`src/rtl/pwm_blank_pkg.sv`:
```
// pwm_blank_pkg: register map, field positions, reset values and timing counts
// assumes a 32-bit classic wishbone slave with word-aligned registers
package pwm_blank_pkg;
	// register byte offsets
	localparam logic [7:0] CTRL_OFS    = 8'h00;
	localparam logic [7:0] BLANK_OFS   = 8'h04;
	localparam logic [7:0] RISE_OFS    = 8'h08;
	localparam logic [7:0] FALL_OFS    = 8'h0C;
	localparam logic [7:0] STATUS_OFS  = 8'h10;
	localparam logic [7:0] PERIOD_OFS  = 8'h14;
	// control fields
	localparam int CTRL_FILT_EN  = 0;
	localparam int CTRL_SHADOW   = 1;
	localparam int CTRL_BLANK_EN = 2;
	localparam int CTRL_EVT_INV  = 3;
	localparam int CTRL_PWM_EN   = 4;
	localparam int CTRL_W        = 5;
	// blank register: start offset in [15:0], width in [31:16]
	localparam int BLANK_START_LSB = 0;
	localparam int BLANK_WID_LSB   = 16;
	localparam int CNT_W           = 16;
	localparam int DELAY_W         = 10;
	// status fields
	localparam int STS_FILT   = 0;
	localparam int STS_BLANK  = 1;
	localparam int STS_TRIP   = 2;
	localparam int STS_PWMA   = 3;
	localparam int STS_PWMB   = 4;
	// reset values
	localparam logic [CTRL_W-1:0]  CTRL_RST   = 5'h00;
	localparam logic [CNT_W-1:0]   PERIOD_RST = 16'h00FF;
	localparam logic [DELAY_W-1:0] DELAY_RST  = 10'h001;
	// the window needs this many cycles from its start before it masks
	localparam int BLANK_LATENCY = 3;
	localparam logic [31:0] UNMAPPED_DATA = 32'h0000_0000;
endpackage : pwm_blank_pkg

```
`src/rtl/delay_if.sv`:
```
// delay_if: carries one edge-delay setting from the register file to a delay unit
// assumes both ends sit on core_clk
`timescale 1ns/1ps
interface delay_if #(parameter int W = 10);
	logic         wrStb;
	logic [W-1:0] wrVal;
	logic         shadowMode;
	logic         loadEvt;
	logic [W-1:0] active;
	modport ctl (output wrStb, output wrVal, output shadowMode, output loadEvt, input active);
	modport dly (input wrStb, input wrVal, input shadowMode, input loadEvt, output active);
endinterface : delay_if

```
`src/rtl/edge_delay.sv`:
```
// edge_delay: shadowed delay register plus a counter that delays one edge
// assumes the load event is a one-cycle pulse at the period wrap
`timescale 1ns/1ps
module edge_delay
	import pwm_blank_pkg::*;
#(
	parameter int W = DELAY_W
) (
	input  wire logic core_clk,
	input  wire logic resetn,
	input  wire logic clkEn,
	delay_if.dly      cfg,
	input  wire logic inSig,
	output logic      outSig
);
	logic [W-1:0] shadow_r,  shadow_nxt;
	logic [W-1:0] active_r,  active_nxt;
	logic [W-1:0] cnt_r,     cnt_nxt;
	logic         out_r,     out_nxt;

	always_comb begin
		shadow_nxt = shadow_r;
		active_nxt = active_r;
		if (cfg.wrStb) begin
			shadow_nxt = cfg.wrVal;
			if (!cfg.shadowMode) begin
				active_nxt = cfg.wrVal;
			end
		end
		if (cfg.shadowMode && cfg.loadEvt) begin
			// the shadow path cannot deliver a zero delay, so it loads one instead
			active_nxt = (shadow_r == '0) ? W'(1) : shadow_r;
		end
		cnt_nxt = cnt_r;
		out_nxt = out_r;
		if (!inSig) begin
			out_nxt = 1'b0;
			cnt_nxt = '0;
		end else if (!out_r) begin
			// counts whole cycles, so a delay of one differs from zero
			if (cnt_r >= active_r) begin
				out_nxt = 1'b1;
			end else begin
				cnt_nxt = cnt_r + W'(1);
			end
		end
	end

	always_ff @(posedge core_clk or negedge resetn) begin
		if (!resetn) begin
			shadow_r <= DELAY_RST;
			active_r <= DELAY_RST;
			cnt_r    <= '0;
			out_r    <= 1'b0;
		end else if (clkEn) begin
			shadow_r <= shadow_nxt;
			active_r <= active_nxt;
			cnt_r    <= cnt_nxt;
			out_r    <= out_nxt;
		end
	end

	assign cfg.active = active_r;
	assign outSig     = out_r;
endmodule : edge_delay

```
`src/rtl/sync2.sv`:
```
// sync2: two-flop level synchroniser for pin inputs
// assumes the input is asynchronous to core_clk
`timescale 1ns/1ps
module sync2 #(
	parameter int W = 2
) (
	input  wire logic         core_clk,
	input  wire logic         resetn,
	input  wire logic         clkEn,
	input  wire logic [W-1:0] din,
	output logic      [W-1:0] dout
);
	logic [W-1:0] s1_r, s2_r;
	always_ff @(posedge core_clk or negedge resetn) begin
		if (!resetn) begin
			s1_r <= '0;
			s2_r <= '0;
		end else if (clkEn) begin
			s1_r <= din;
			s2_r <= s1_r;
		end
	end
	assign dout = s2_r;
endmodule : sync2

```
`src/rtl/pwm_trip_blanking_deadband.sv`:
```
// pwm_trip_blanking_deadband: pwm counter, trip blanking window and dead-band
// assumes a classic wishbone master on core_clk and asynchronous trip pins
//
// Overview of operation
// blanking window masks trip events
// trip outlasting window end may glitch
// late trip end: pulse or stay active
// software keeps trip ends off window edge
// shadow zero delay unsupported, forced to one
// software uses immediate mode for zero
// first three window cycles do not mask
// filtered event follows inputs while unmasked
// enabled filtered event drives trip consumers
// window persists across period wrap
// software starts window three cycles early
// shadow delay loads at wrap, immediate now
//
// The register offsets and the Wishbone slave port were chosen for this implementation.
`timescale 1ns/1ps
module pwm_trip_blanking_deadband
	import pwm_blank_pkg::*;
#(
	parameter int NEVT = 2
) (
	input  wire logic            core_clk,
	input  wire logic            resetn,
	input  wire logic            clkEn,
	input  wire logic            wb_cyc_i,
	input  wire logic            wb_stb_i,
	input  wire logic            wb_we_i,
	input  wire logic [7:0]      wb_adr_i,
	input  wire logic [3:0]      wb_sel_i,
	input  wire logic [31:0]     wb_dat_i,
	output logic      [31:0]     wb_dat_o,
	output logic                 wb_ack_o,
	input  wire logic [NEVT-1:0] compare_event_inputs,
	output logic                 filtered_compare_event,
	output logic                 trip_zone,
	output logic                 tripIrq,
	output logic                 socTrig,
	output logic                 pwmA,
	output logic                 pwmB
);
	logic [CTRL_W-1:0]  ctrl_r,   ctrl_nxt;
	logic [CNT_W-1:0]   bStart_r, bStart_nxt;
	logic [CNT_W-1:0]   bWid_r,   bWid_nxt;
	logic [CNT_W-1:0]   period_r, period_nxt;
	logic [CNT_W-1:0]   cnt_r,    cnt_nxt;
	logic [CNT_W-1:0]   bCnt_r,   bCnt_nxt;
	logic [1:0]         bAge_r,   bAge_nxt;
	logic               bOn_r,    bOn_nxt;
	logic               filt_r,   filt_nxt;
	logic               trip_r,   trip_nxt;
	logic               irq_r,    irq_nxt;
	logic               soc_r,    soc_nxt;
	logic               pA_r,     pA_nxt;
	logic               pB_r,     pB_nxt;
	logic               ack_r,    ack_nxt;
	logic [31:0]        rd_r,     rd_nxt;
	logic [NEVT-1:0]    evtSync;
	logic               evtAny, wrap, masking, raw, rOut, fOut, wrAcc;

	delay_if #(.W(DELAY_W)) riseIf ();
	delay_if #(.W(DELAY_W)) fallIf ();

	sync2 #(.W(NEVT)) u_sync (
		.core_clk (core_clk),
		.resetn   (resetn),
		.clkEn    (clkEn),
		.din      (compare_event_inputs),
		.dout     (evtSync)
	);

	edge_delay #(.W(DELAY_W)) u_rising (
		.core_clk (core_clk),
		.resetn   (resetn),
		.clkEn    (clkEn),
		.cfg      (riseIf.dly),
		.inSig    (raw),
		.outSig   (rOut)
	);

	edge_delay #(.W(DELAY_W)) u_falling (
		.core_clk (core_clk),
		.resetn   (resetn),
		.clkEn    (clkEn),
		.cfg      (fallIf.dly),
		.inSig    (~raw),
		.outSig   (fOut)
	);

	assign wrAcc = wb_cyc_i && wb_stb_i && wb_we_i && !ack_r && wb_sel_i[0];
	assign wrap  = (cnt_r == period_r);
	assign raw   = (cnt_r < (period_r >> 1));

	assign riseIf.wrStb      = wrAcc && (wb_adr_i == RISE_OFS);
	assign riseIf.wrVal      = wb_dat_i[DELAY_W-1:0];
	assign riseIf.shadowMode = ctrl_r[CTRL_SHADOW];
	assign riseIf.loadEvt    = wrap;
	assign fallIf.wrStb      = wrAcc && (wb_adr_i == FALL_OFS);
	assign fallIf.wrVal      = wb_dat_i[DELAY_W-1:0];
	assign fallIf.shadowMode = ctrl_r[CTRL_SHADOW];
	assign fallIf.loadEvt    = wrap;

	// masking only after the window has aged past its start latency
	assign masking = bOn_r && (bAge_r == 2'(BLANK_LATENCY));
	assign evtAny  = (|evtSync) ^ ctrl_r[CTRL_EVT_INV];

	// pwm counter and blanking window
	always_comb begin
		cnt_nxt  = wrap ? '0 : cnt_r + CNT_W'(1);
		bOn_nxt  = bOn_r;
		bCnt_nxt = bCnt_r;
		bAge_nxt = bAge_r;
		// window start compares against the counter; the wrap does not end it
		if (ctrl_r[CTRL_BLANK_EN] && cnt_r == bStart_r && !bOn_r) begin
			bOn_nxt  = (bWid_r != '0);
			bCnt_nxt = bWid_r;
			bAge_nxt = '0;
		end else if (bOn_r) begin
			if (bAge_r != 2'(BLANK_LATENCY)) begin
				bAge_nxt = bAge_r + 2'd1;
			end
			bCnt_nxt = bCnt_r - CNT_W'(1);
			if (bCnt_r == CNT_W'(1)) begin
				bOn_nxt = 1'b0;
			end
		end
	end

	// filtered event and its consumers; a trip ending right at window close
	// reaches the outputs unmasked for a cycle, a brief trip pulse
	always_comb begin
		filt_nxt = masking ? 1'b0 : evtAny;
		trip_nxt = ctrl_r[CTRL_FILT_EN] && filt_r;
		irq_nxt  = trip_nxt && !trip_r;
		soc_nxt  = irq_nxt;
		pA_nxt   = ctrl_r[CTRL_PWM_EN] && rOut && !trip_nxt;
		pB_nxt   = ctrl_r[CTRL_PWM_EN] && fOut && !trip_nxt;
	end

	// register file: a write needs byte lane zero; unmapped writes fall away
	always_comb begin
		ctrl_nxt   = ctrl_r;
		bStart_nxt = bStart_r;
		bWid_nxt   = bWid_r;
		period_nxt = period_r;
		if (wrAcc) begin
			case (wb_adr_i)
				CTRL_OFS: begin
					ctrl_nxt = wb_dat_i[CTRL_W-1:0];
				end
				BLANK_OFS: begin
					bStart_nxt = wb_dat_i[BLANK_START_LSB +: CNT_W];
					bWid_nxt   = wb_dat_i[BLANK_WID_LSB +: CNT_W];
				end
				PERIOD_OFS: begin
					period_nxt = wb_dat_i[CNT_W-1:0];
				end
				default: begin
				end
			endcase
		end
	end

	// wishbone answer: one-cycle ack, dropped the cycle after
	always_comb begin
		ack_nxt = wb_cyc_i && wb_stb_i && !ack_r;
		rd_nxt  = rd_r;
		if (ack_nxt && !wb_we_i) begin
			case (wb_adr_i)
				CTRL_OFS:   rd_nxt = {{(32-CTRL_W){1'b0}}, ctrl_r};
				BLANK_OFS:  rd_nxt = {bWid_r, bStart_r};
				RISE_OFS:   rd_nxt = {{(32-DELAY_W){1'b0}}, riseIf.active};
				FALL_OFS:   rd_nxt = {{(32-DELAY_W){1'b0}}, fallIf.active};
				PERIOD_OFS: rd_nxt = {{(32-CNT_W){1'b0}}, period_r};
				STATUS_OFS: rd_nxt = {27'h000_0000, pB_r, pA_r, trip_r, bOn_r, filt_r};
				default:    rd_nxt = UNMAPPED_DATA;
			endcase
		end
	end

	// register file
	always_ff @(posedge core_clk or negedge resetn) begin
		if (!resetn) begin
			ctrl_r   <= CTRL_RST;
			bStart_r <= '0;
			bWid_r   <= '0;
			period_r <= PERIOD_RST;
		end else if (clkEn) begin
			ctrl_r   <= ctrl_nxt;
			bStart_r <= bStart_nxt;
			bWid_r   <= bWid_nxt;
			period_r <= period_nxt;
		end
	end

	// wishbone answer; a frozen clock enable holds ack as well
	always_ff @(posedge core_clk or negedge resetn) begin
		if (!resetn) begin
			ack_r <= 1'b0;
			rd_r  <= '0;
		end else if (clkEn) begin
			ack_r <= ack_nxt;
			rd_r  <= rd_nxt;
		end
	end

	// pwm counter and blanking window
	always_ff @(posedge core_clk or negedge resetn) begin
		if (!resetn) begin
			cnt_r  <= '0;
			bCnt_r <= '0;
			bAge_r <= '0;
			bOn_r  <= 1'b0;
		end else if (clkEn) begin
			cnt_r  <= cnt_nxt;
			bCnt_r <= bCnt_nxt;
			bAge_r <= bAge_nxt;
			bOn_r  <= bOn_nxt;
		end
	end

	// filtered event and its consumers
	always_ff @(posedge core_clk or negedge resetn) begin
		if (!resetn) begin
			filt_r <= 1'b0;
			trip_r <= 1'b0;
			irq_r  <= 1'b0;
			soc_r  <= 1'b0;
			pA_r   <= 1'b0;
			pB_r   <= 1'b0;
		end else if (clkEn) begin
			filt_r <= filt_nxt;
			trip_r <= trip_nxt;
			irq_r  <= irq_nxt;
			soc_r  <= soc_nxt;
			pA_r   <= pA_nxt;
			pB_r   <= pB_nxt;
		end
	end

	assign wb_ack_o               = ack_r;
	assign wb_dat_o               = rd_r;
	assign filtered_compare_event = filt_r;
	assign trip_zone              = trip_r;
	assign tripIrq                = irq_r;
	assign socTrig                = soc_r;
	assign pwmA                   = pA_r;
	assign pwmB                   = pB_r;
endmodule : pwm_trip_blanking_deadband

```
`config.mk`:
```
export PLATFORM = sky130hd
export DESIGN_NAME = pwm_trip_blanking_deadband
export DESIGN_NICKNAME = d
export VERILOG_FILES = /design/src/rtl/pwm_blank_pkg.sv /design/src/rtl/delay_if.sv /design/src/rtl/edge_delay.sv /design/src/rtl/sync2.sv /design/src/rtl/pwm_trip_blanking_deadband.sv
export SDC_FILE = /design/constraint.sdc
export NUM_CORES = 1
export LEC_CHECK = 0
export BUFFER_PORTS_ARGS = -buffer_cell sky130_fd_sc_hd__buf_2
export CAP_MARGIN = 20
export CORE_UTILIZATION = 58
export CTS_CLUSTER_DIAMETER = 60
export DETAILED_ROUTE_END_ITERATION = 8
export GPL_ROUTABILITY_DRIVEN = 0
export GPL_TIMING_DRIVEN = 0
export HOLD_SLACK_MARGIN = 0.08
export PLACE_DENSITY = 0.78
export SLEW_MARGIN = 20
export SYNTH_ARGS = -nofsm -noshare
export SYNTH_HDL_FRONTEND = slang
export SYNTH_SLANG_ARGS = --single-unit
```
`constraint.sdc`:
```
create_clock -name core_clk -period 3.4 [get_ports core_clk]
set_input_delay 0.68 -clock core_clk [delete_from_list [all_inputs] [get_ports core_clk]]
set_output_delay 0.68 -clock core_clk [all_outputs]
set_load 0.02 [all_outputs]
```
-- After elaboration in Yosys (flattened, before gate mapping)
Cells that the tools add are included.
- add/subtract/negate cells: 5
- order comparisons: 3
- eq/ne operators: 15
- multiplexer cells: 30
- bitwise operators: 1
- reduce and logical (&&, ||, !) cells: 44
- operator list (operator ; number):
    $pmux 32 s6 ; 1
    $mux 10 ; 13
    $mux 16 ; 3
    $eq 16x16->1 ; 2
    $reduce_and 3->1 ; 8
    $add 10x1->10 const B ; 2
    $ge 10x10->1 ; 2
    $logic_not 10->1 ; 2
    $logic_and 1x1->1 ; 18
    $add 16x1->16 const B ; 1
    $eq 16x1->1 const B ; 1
    $eq 8x4->1 const B ; 2
    $eq 8x5->1 const B ; 2
    $lt 16x15->1 ; 1
    $reduce_bool 16->1 ; 1
    $sub 16x1->16 const B ; 1
    $mux 1 ; 10
    $ne 2x2->1 const B ; 5
    $eq 8x3->1 const B ; 1
    $logic_not 8->1 ; 1
    $reduce_and 2->1 ; 4
    $reduce_bool 2->1 ; 4
    $mux 2 ; 3
    $logic_not 1->1 ; 5
    5 further kinds ; 5
- register bits: 192
- input bits: 52

-- Longest topological paths before layout
- word-level depth: 7
- gate-level depth with buffers: 10

-- By module
A second synthesis with hierarchy kept.
- cells, all modules: 1016
- area, all modules: 10580.1 sq um
- modules (own cells, without submodules) (module ; times used ; cells each ; area each (sq um)):
    pwm_trip_blanking_deadband ; 1 ; 638 ; 6822.8
    edge_delay (u_falling) ; 1 ; 192 ; 1835.5
    edge_delay (u_rising) ; 1 ; 178 ; 1776.7
    sync2 ; 1 ; 8 ; 145.1

-- Worst setup path after synthesis
OpenSTA, ideal clock, no wires.
- kind: input-to-reg
- start point: input wb_adr_i[1]
- end point: register ctrl_r[0]
- setup time: 125 ps
- arrival time: 2584 ps
- path slack: 691 ps
- cell stages on the path: 6
- path through: or4_4 > or3_1 > buf_2 > or4b_4 > buf_6 > mux2_4
- cells in the longest elaborated chain, start to end: 2
- ends and longest elaborated chain (element ; RTL line ; RTL):
    from (decl) ; pwm_trip_blanking_deadband.sv:31 ; input wire logic [7:0] wb_adr_i,
    $logic_not 8->1 ; pwm_trip_blanking_deadband.sv:149 ; case (wb_adr_i)
    $reduce_and 3->1 (no source line) ; n/a ;
    to (signal assigned) ; pwm_trip_blanking_deadband.sv:191 ; ctrl_r <= ctrl_nxt;
    to (decl) ; pwm_trip_blanking_deadband.sv:44 ; logic [CTRL_W-1:0] ctrl_r, ctrl_nxt;
Every way passes these cells.
A chain may end at the register's enable or synchronous reset.

-- Worst setup path after layout
- start point: register period_r[4]
- end point: register u_rising.cnt_r[0]
- cells in the longest elaborated chain, start to end: 3
- ends and longest elaborated chain (element ; RTL line ; RTL):
    from (decl) ; pwm_trip_blanking_deadband.sv:47 ; logic [CNT_W-1:0] period_r, period_nxt;
    from (signal assigned) ; pwm_trip_blanking_deadband.sv:194 ; period_r <= period_nxt;
    $lt 16x15->1 (*) ; pwm_trip_blanking_deadband.sv:94 ; assign raw = (cnt_r < (period_r >> 1));
    $ne 2x2->1 (no source line) ; n/a ;
    $reduce_and 3->1 (no source line) ; n/a ;
    to (signal assigned) ; edge_delay.sv:58 ; cnt_r <= cnt_nxt;
    to (decl) ; edge_delay.sv:18 ; logic [W-1:0] cnt_r, cnt_nxt;
Every way passes the cells marked *; elsewhere a longest branch is shown, timed or not.

==> impl_metrics.csv <==
group,metric,value,unit
detailed_routing,drc,0,
floorplan,io_pins,91,
timing,drv_slew,0,
yosys,syn_area_per_cell,10.1,um2
detailed_routing,final_antenna_net_count,0,
yosys,synth-adder-area-share,4.96,%
clocking,cts_tree,"built",
floorplan,initial_utilization,60.2,%
critical_path,slowest_delay,590,ps
detailed_routing,wl,25400,um
clocking,cts_buffers,17,
layout,num-fill-cells,1296,
detailed_routing,dr.pass1.iters,5,
place,port_buffers,87,
floorplan,die_h,134,um
timing,rsz0062_at_grt,"false",
global_route,grt_overflow_total,0,
yosys,syn_inst,997,
yosys,seq_area_frac_synth,47.8,%
critical_path,cpMaxStageDelayCell,"dfstp_2",
global_route,antenna_found_initial,0,
critical_path,crit_type,"register to register",
global_route,grt_max_degree,94,
yosys,synthSimpleGateAreaFrac,14.5,%
clocking,max-clock-path-buffers,2,
detailed_routing,num_vias,8080,
hold_path,whs_path_depth,2,
power,seq_power_share,46.1,%
power,netSwitchingFraction,31.9,%
timing,fin_skew,16.2,ps
power,vdd_drop_max,381,uV
yosys,synth_flop_cell,"dfrtp_1",
critical_path,crit_path_max_fanout,10,
layout,antennaDiodeCount,0,
critical_path,cp_top_family,"simple AND/OR/NAND/NOR gates",
power,leakagePower,0.00564,uW
critical_path,worst_setup_path_start_kind,"register",
timing,max-slew-margin-rel,37.0,%
critical_path,r2r_cells,10,
floorplan,die_w,134,um
power,cellPowerDensity,480,mW/mm2
power,p_int,3750,uW
timing,min_period,3220,ps
yosys,synthMuxAreaShare,11.6,%
yosys,synth_top_family_by_area,"simple AND/OR/NAND/NOR gates",
clocking,clock-sinks,192,
timing,hold_viol,0,
critical_path,worstSetupEndpointType,"register",
run,cap_violations,0,
critical_path,path_buf_inv,2,
yosys,ys_types,67,
yosys,synth_edf_count,0,
critical_path,worstPathRequired,3730,ps
global_route,grt_pass1_wl,40900,um
power,p_sw,1760,uW
layout,final_util,68.4,%
clocking,cts-root-buf,"clkbuf_16",
critical_path,cp.depth,10,
detailed_routing,drtIter0Drc,852,
timing,period_share,94.7,%
layout,fin_nets,1198,
floorplan,core,0.0168,mm2
clocking,ctsResizeCount,0,
yosys,ys_ff_latch,192,
run_status,status,"finished, final reports clean",
clocking,insertion_delay,450,ps
timing,worst_pin_slew,937,ps
detailed_routing,wl_per_cell,19.0,um
critical_path,critPathArrivalTime,3540,ps
yosys,synth-xor-area-share,3.82,%
clocking,post_cts_buffers,0,
hold_path,hold_class,"input pin to register",
detailed_routing,via_per_inst,6.03,
timing,fin_hold_ws,439,ps
yosys,async_flop_share,100,%
floorplan,die-area,0.0179,mm2
global_route,grt_pass1_vias,7795,
place,hpwl,18500,um
clocking,htree_levels,4,
yosys,yosysWarnings,0,
power,clkPwrFrac,36.1,%
yosys,syn-num-nets,1089,
timing,fmax,311,MHz
floorplan,rows,47,
timing,setup_viol,0,
critical_path,crit_chain,"inv_1 > ha_1 > o21a_1 > nor2_1 > or4_1 > a21oi_1 > nand2b_1 > clkbuf_1 > o21ai_1 > mux2_2",
power,combPwrFrac,17.7,%
layout,syn2layout_area_growth,13.6,%
yosys,synth-compound-area-share,13.2,%
layout,drive_gt1_share,17.6,%
global_route,grt_usage,29.8,%
yosys,synth.cell_area,0.0101,mm2
clocking,clk_pin_slew,80,ps
## cells in the final DEF (no fill, tap or decap), drive strengths merged, types with 3 or more instances in the layout
| cell type | count |
|---|---|
| nor2 | 65 |
| a21oi | 56 |
| nand3 | 41 |
| xor2 | 22 |
| a31oi | 5 |
| mux2i | 25 |
| dfrtp | 180 |
| a22o | 5 |
| o21ai | 57 |
| a22oi | 18 |
| or2 | 3 |
| and3 | 6 |
| nand2 | 101 |
| o211ai | 9 |
| dfstp | 12 |
| xnor2 | 22 |
| and2 | 5 |
| ha | 40 |
| clkbuf | 54 |
| o2bb2ai | 5 |
| clkinv | 6 |
| nor4 | 14 |
| o31ai | 10 |
| a21o | 14 |
| nor2b | 7 |
| nand4 | 14 |
| or4 | 8 |
| a221oi | 7 |
| nand2b | 5 |
| or3 | 6 |
| inv | 61 |
| buf | 104 |
| mux2 | 80 |
| o22ai | 4 |
| a211oi | 4 |
| nor3 | 16 |
## cells by family after synthesis
group	count (synthesis)
buf+inv	105
simple gates	302
fa+ha+maj	40
xor+xnor	44
mux	105
flops	192
compound gates	209
## layer usage
metal  part of all wire [%]  track usage, %  up-vias
met2                     47            46.4      269
met3                    5.4            4.84       47
li1                       -               -     3777
met1                     45            42.2     3987
met5                      0               0        -
met4                    2.5            10.7        0
## path summary, 6_finish.rpt
check                                          from                                  to  slack [ps]
hold reg to reg            wb_dat_o[23]$_DFFE_PN0P_            wb_dat_o[23]$_DFFE_PN0P_         470
max in group asynchronous                    resetn                cnt_r[2]$_DFFE_PN0P_        1670
setup reg to reg            period_r[4]$_DFFE_PN1P_       u_rising.cnt_r[0]$_DFFE_PN0P_         180
min in group asynchronous                    resetn  u_rising.cfg.active[2]$_DFFE_PN0P_         680
setup / recovery            period_r[4]$_DFFE_PN1P_       u_rising.cnt_r[0]$_DFFE_PN0P_         180
hold / removal                         wb_dat_i[27]              bWid_r[11]$_DFFE_PN0P_         440
## sequential cells by signal, summed over array words and instances, names as in the netlist, 2 cells and up
signal,flops
u_falling.cnt_r,10
u_rising.cnt_r,10
period_r,16
bStart_r,16
u_rising.cfg.active,10
bAge_r,2
wb_dat_o,32
bCnt_r,16
u_falling.cfg.active,10
bWid_r,16
ctrl_r,5
u_rising.shadow_r,10
u_sync.s1_r,2
cnt_r,16
u_sync.dout,2
u_falling.shadow_r,10
## area by class of cell
cell class                 count  area, um2  share of cell area [%]
inverter                      53        199                    1.74
sequential                   192       4820                    42.0
multi-input combinational    700       4850                    42.3
buffer                        52        219                    1.91
clock buffer                  17        425                    3.71
clock inverter                15        160                    1.40
timing repair buffer          90        510                    4.45
tap                          220        275                    2.40
## power by group through the flow
stage | sequential [uW] | combinational, uW | clock [uW]
2_1_floorplan | 2560 | 620 | 0
3_3_place_gp | 2570 | 914 | 0
3_5_place_dp | 2580 | 955 | 0
4_1_cts | 2530 | 971 | 2000
5_1_grt | 2550 | 1090 | 2090
6_report | 2540 | 977 | 1990
## per-stage QoR
step                instance area, um2  cells  total power [uW]  TNS [ps]  worst slack (ps)
detailed placement               10900   1306              3530         0               233
floorplan                        10100    997              3180         0               691
global route                     11500   1339              5730         0              6.64
finish                           11500   1339              5500         0               182
CTS                              11500   1339              5510         0               222
global placement                 10800   1304              3480   -276140             -1520
## Yosys cell counts (all sizes together) (5+ instances only)
| cell type | n | area share [%] |
|---|---|---|
| a21o | 14 | 1.0 |
| a21oi | 56 | 2.8 |
| a221oi | 7 | 0.61 |
| a22o | 5 | 0.43 |
| a22oi | 18 | 1.3 |
| a31oi | 5 | 0.31 |
| and2 | 5 | 0.31 |
| and3 | 6 | 0.37 |
| buf | 15 | 0.79 |
| clkbuf | 37 | 1.4 |
| dfrtp | 180 | 45 |
| dfstp | 12 | 3.1 |
| ha | 40 | 5.0 |
| inv | 52 | 1.9 |
| mux2 | 80 | 9.1 |
| mux2i | 25 | 2.5 |
| nand2 | 101 | 3.8 |
| nand2b | 5 | 0.31 |
| nand3 | 41 | 2.0 |
| nand4 | 14 | 0.87 |
| nor2 | 65 | 2.4 |
| nor2b | 7 | 0.43 |
| nor3 | 16 | 0.79 |
| nor4 | 14 | 1.0 |
| o211ai | 9 | 0.67 |
| o21ai | 57 | 2.8 |
| o2bb2ai | 5 | 0.43 |
| o31ai | 10 | 0.79 |
| or3 | 6 | 0.37 |
| or4 | 8 | 0.63 |
| xnor2 | 22 | 1.9 |
| xor2 | 22 | 1.9 |
## repair_timing
action	CTS	global route
hold endpoints to repair	10	0
setup endpoints to repair	0	0
hold buffers	1	0
Power figures use the tool's default switching activity.
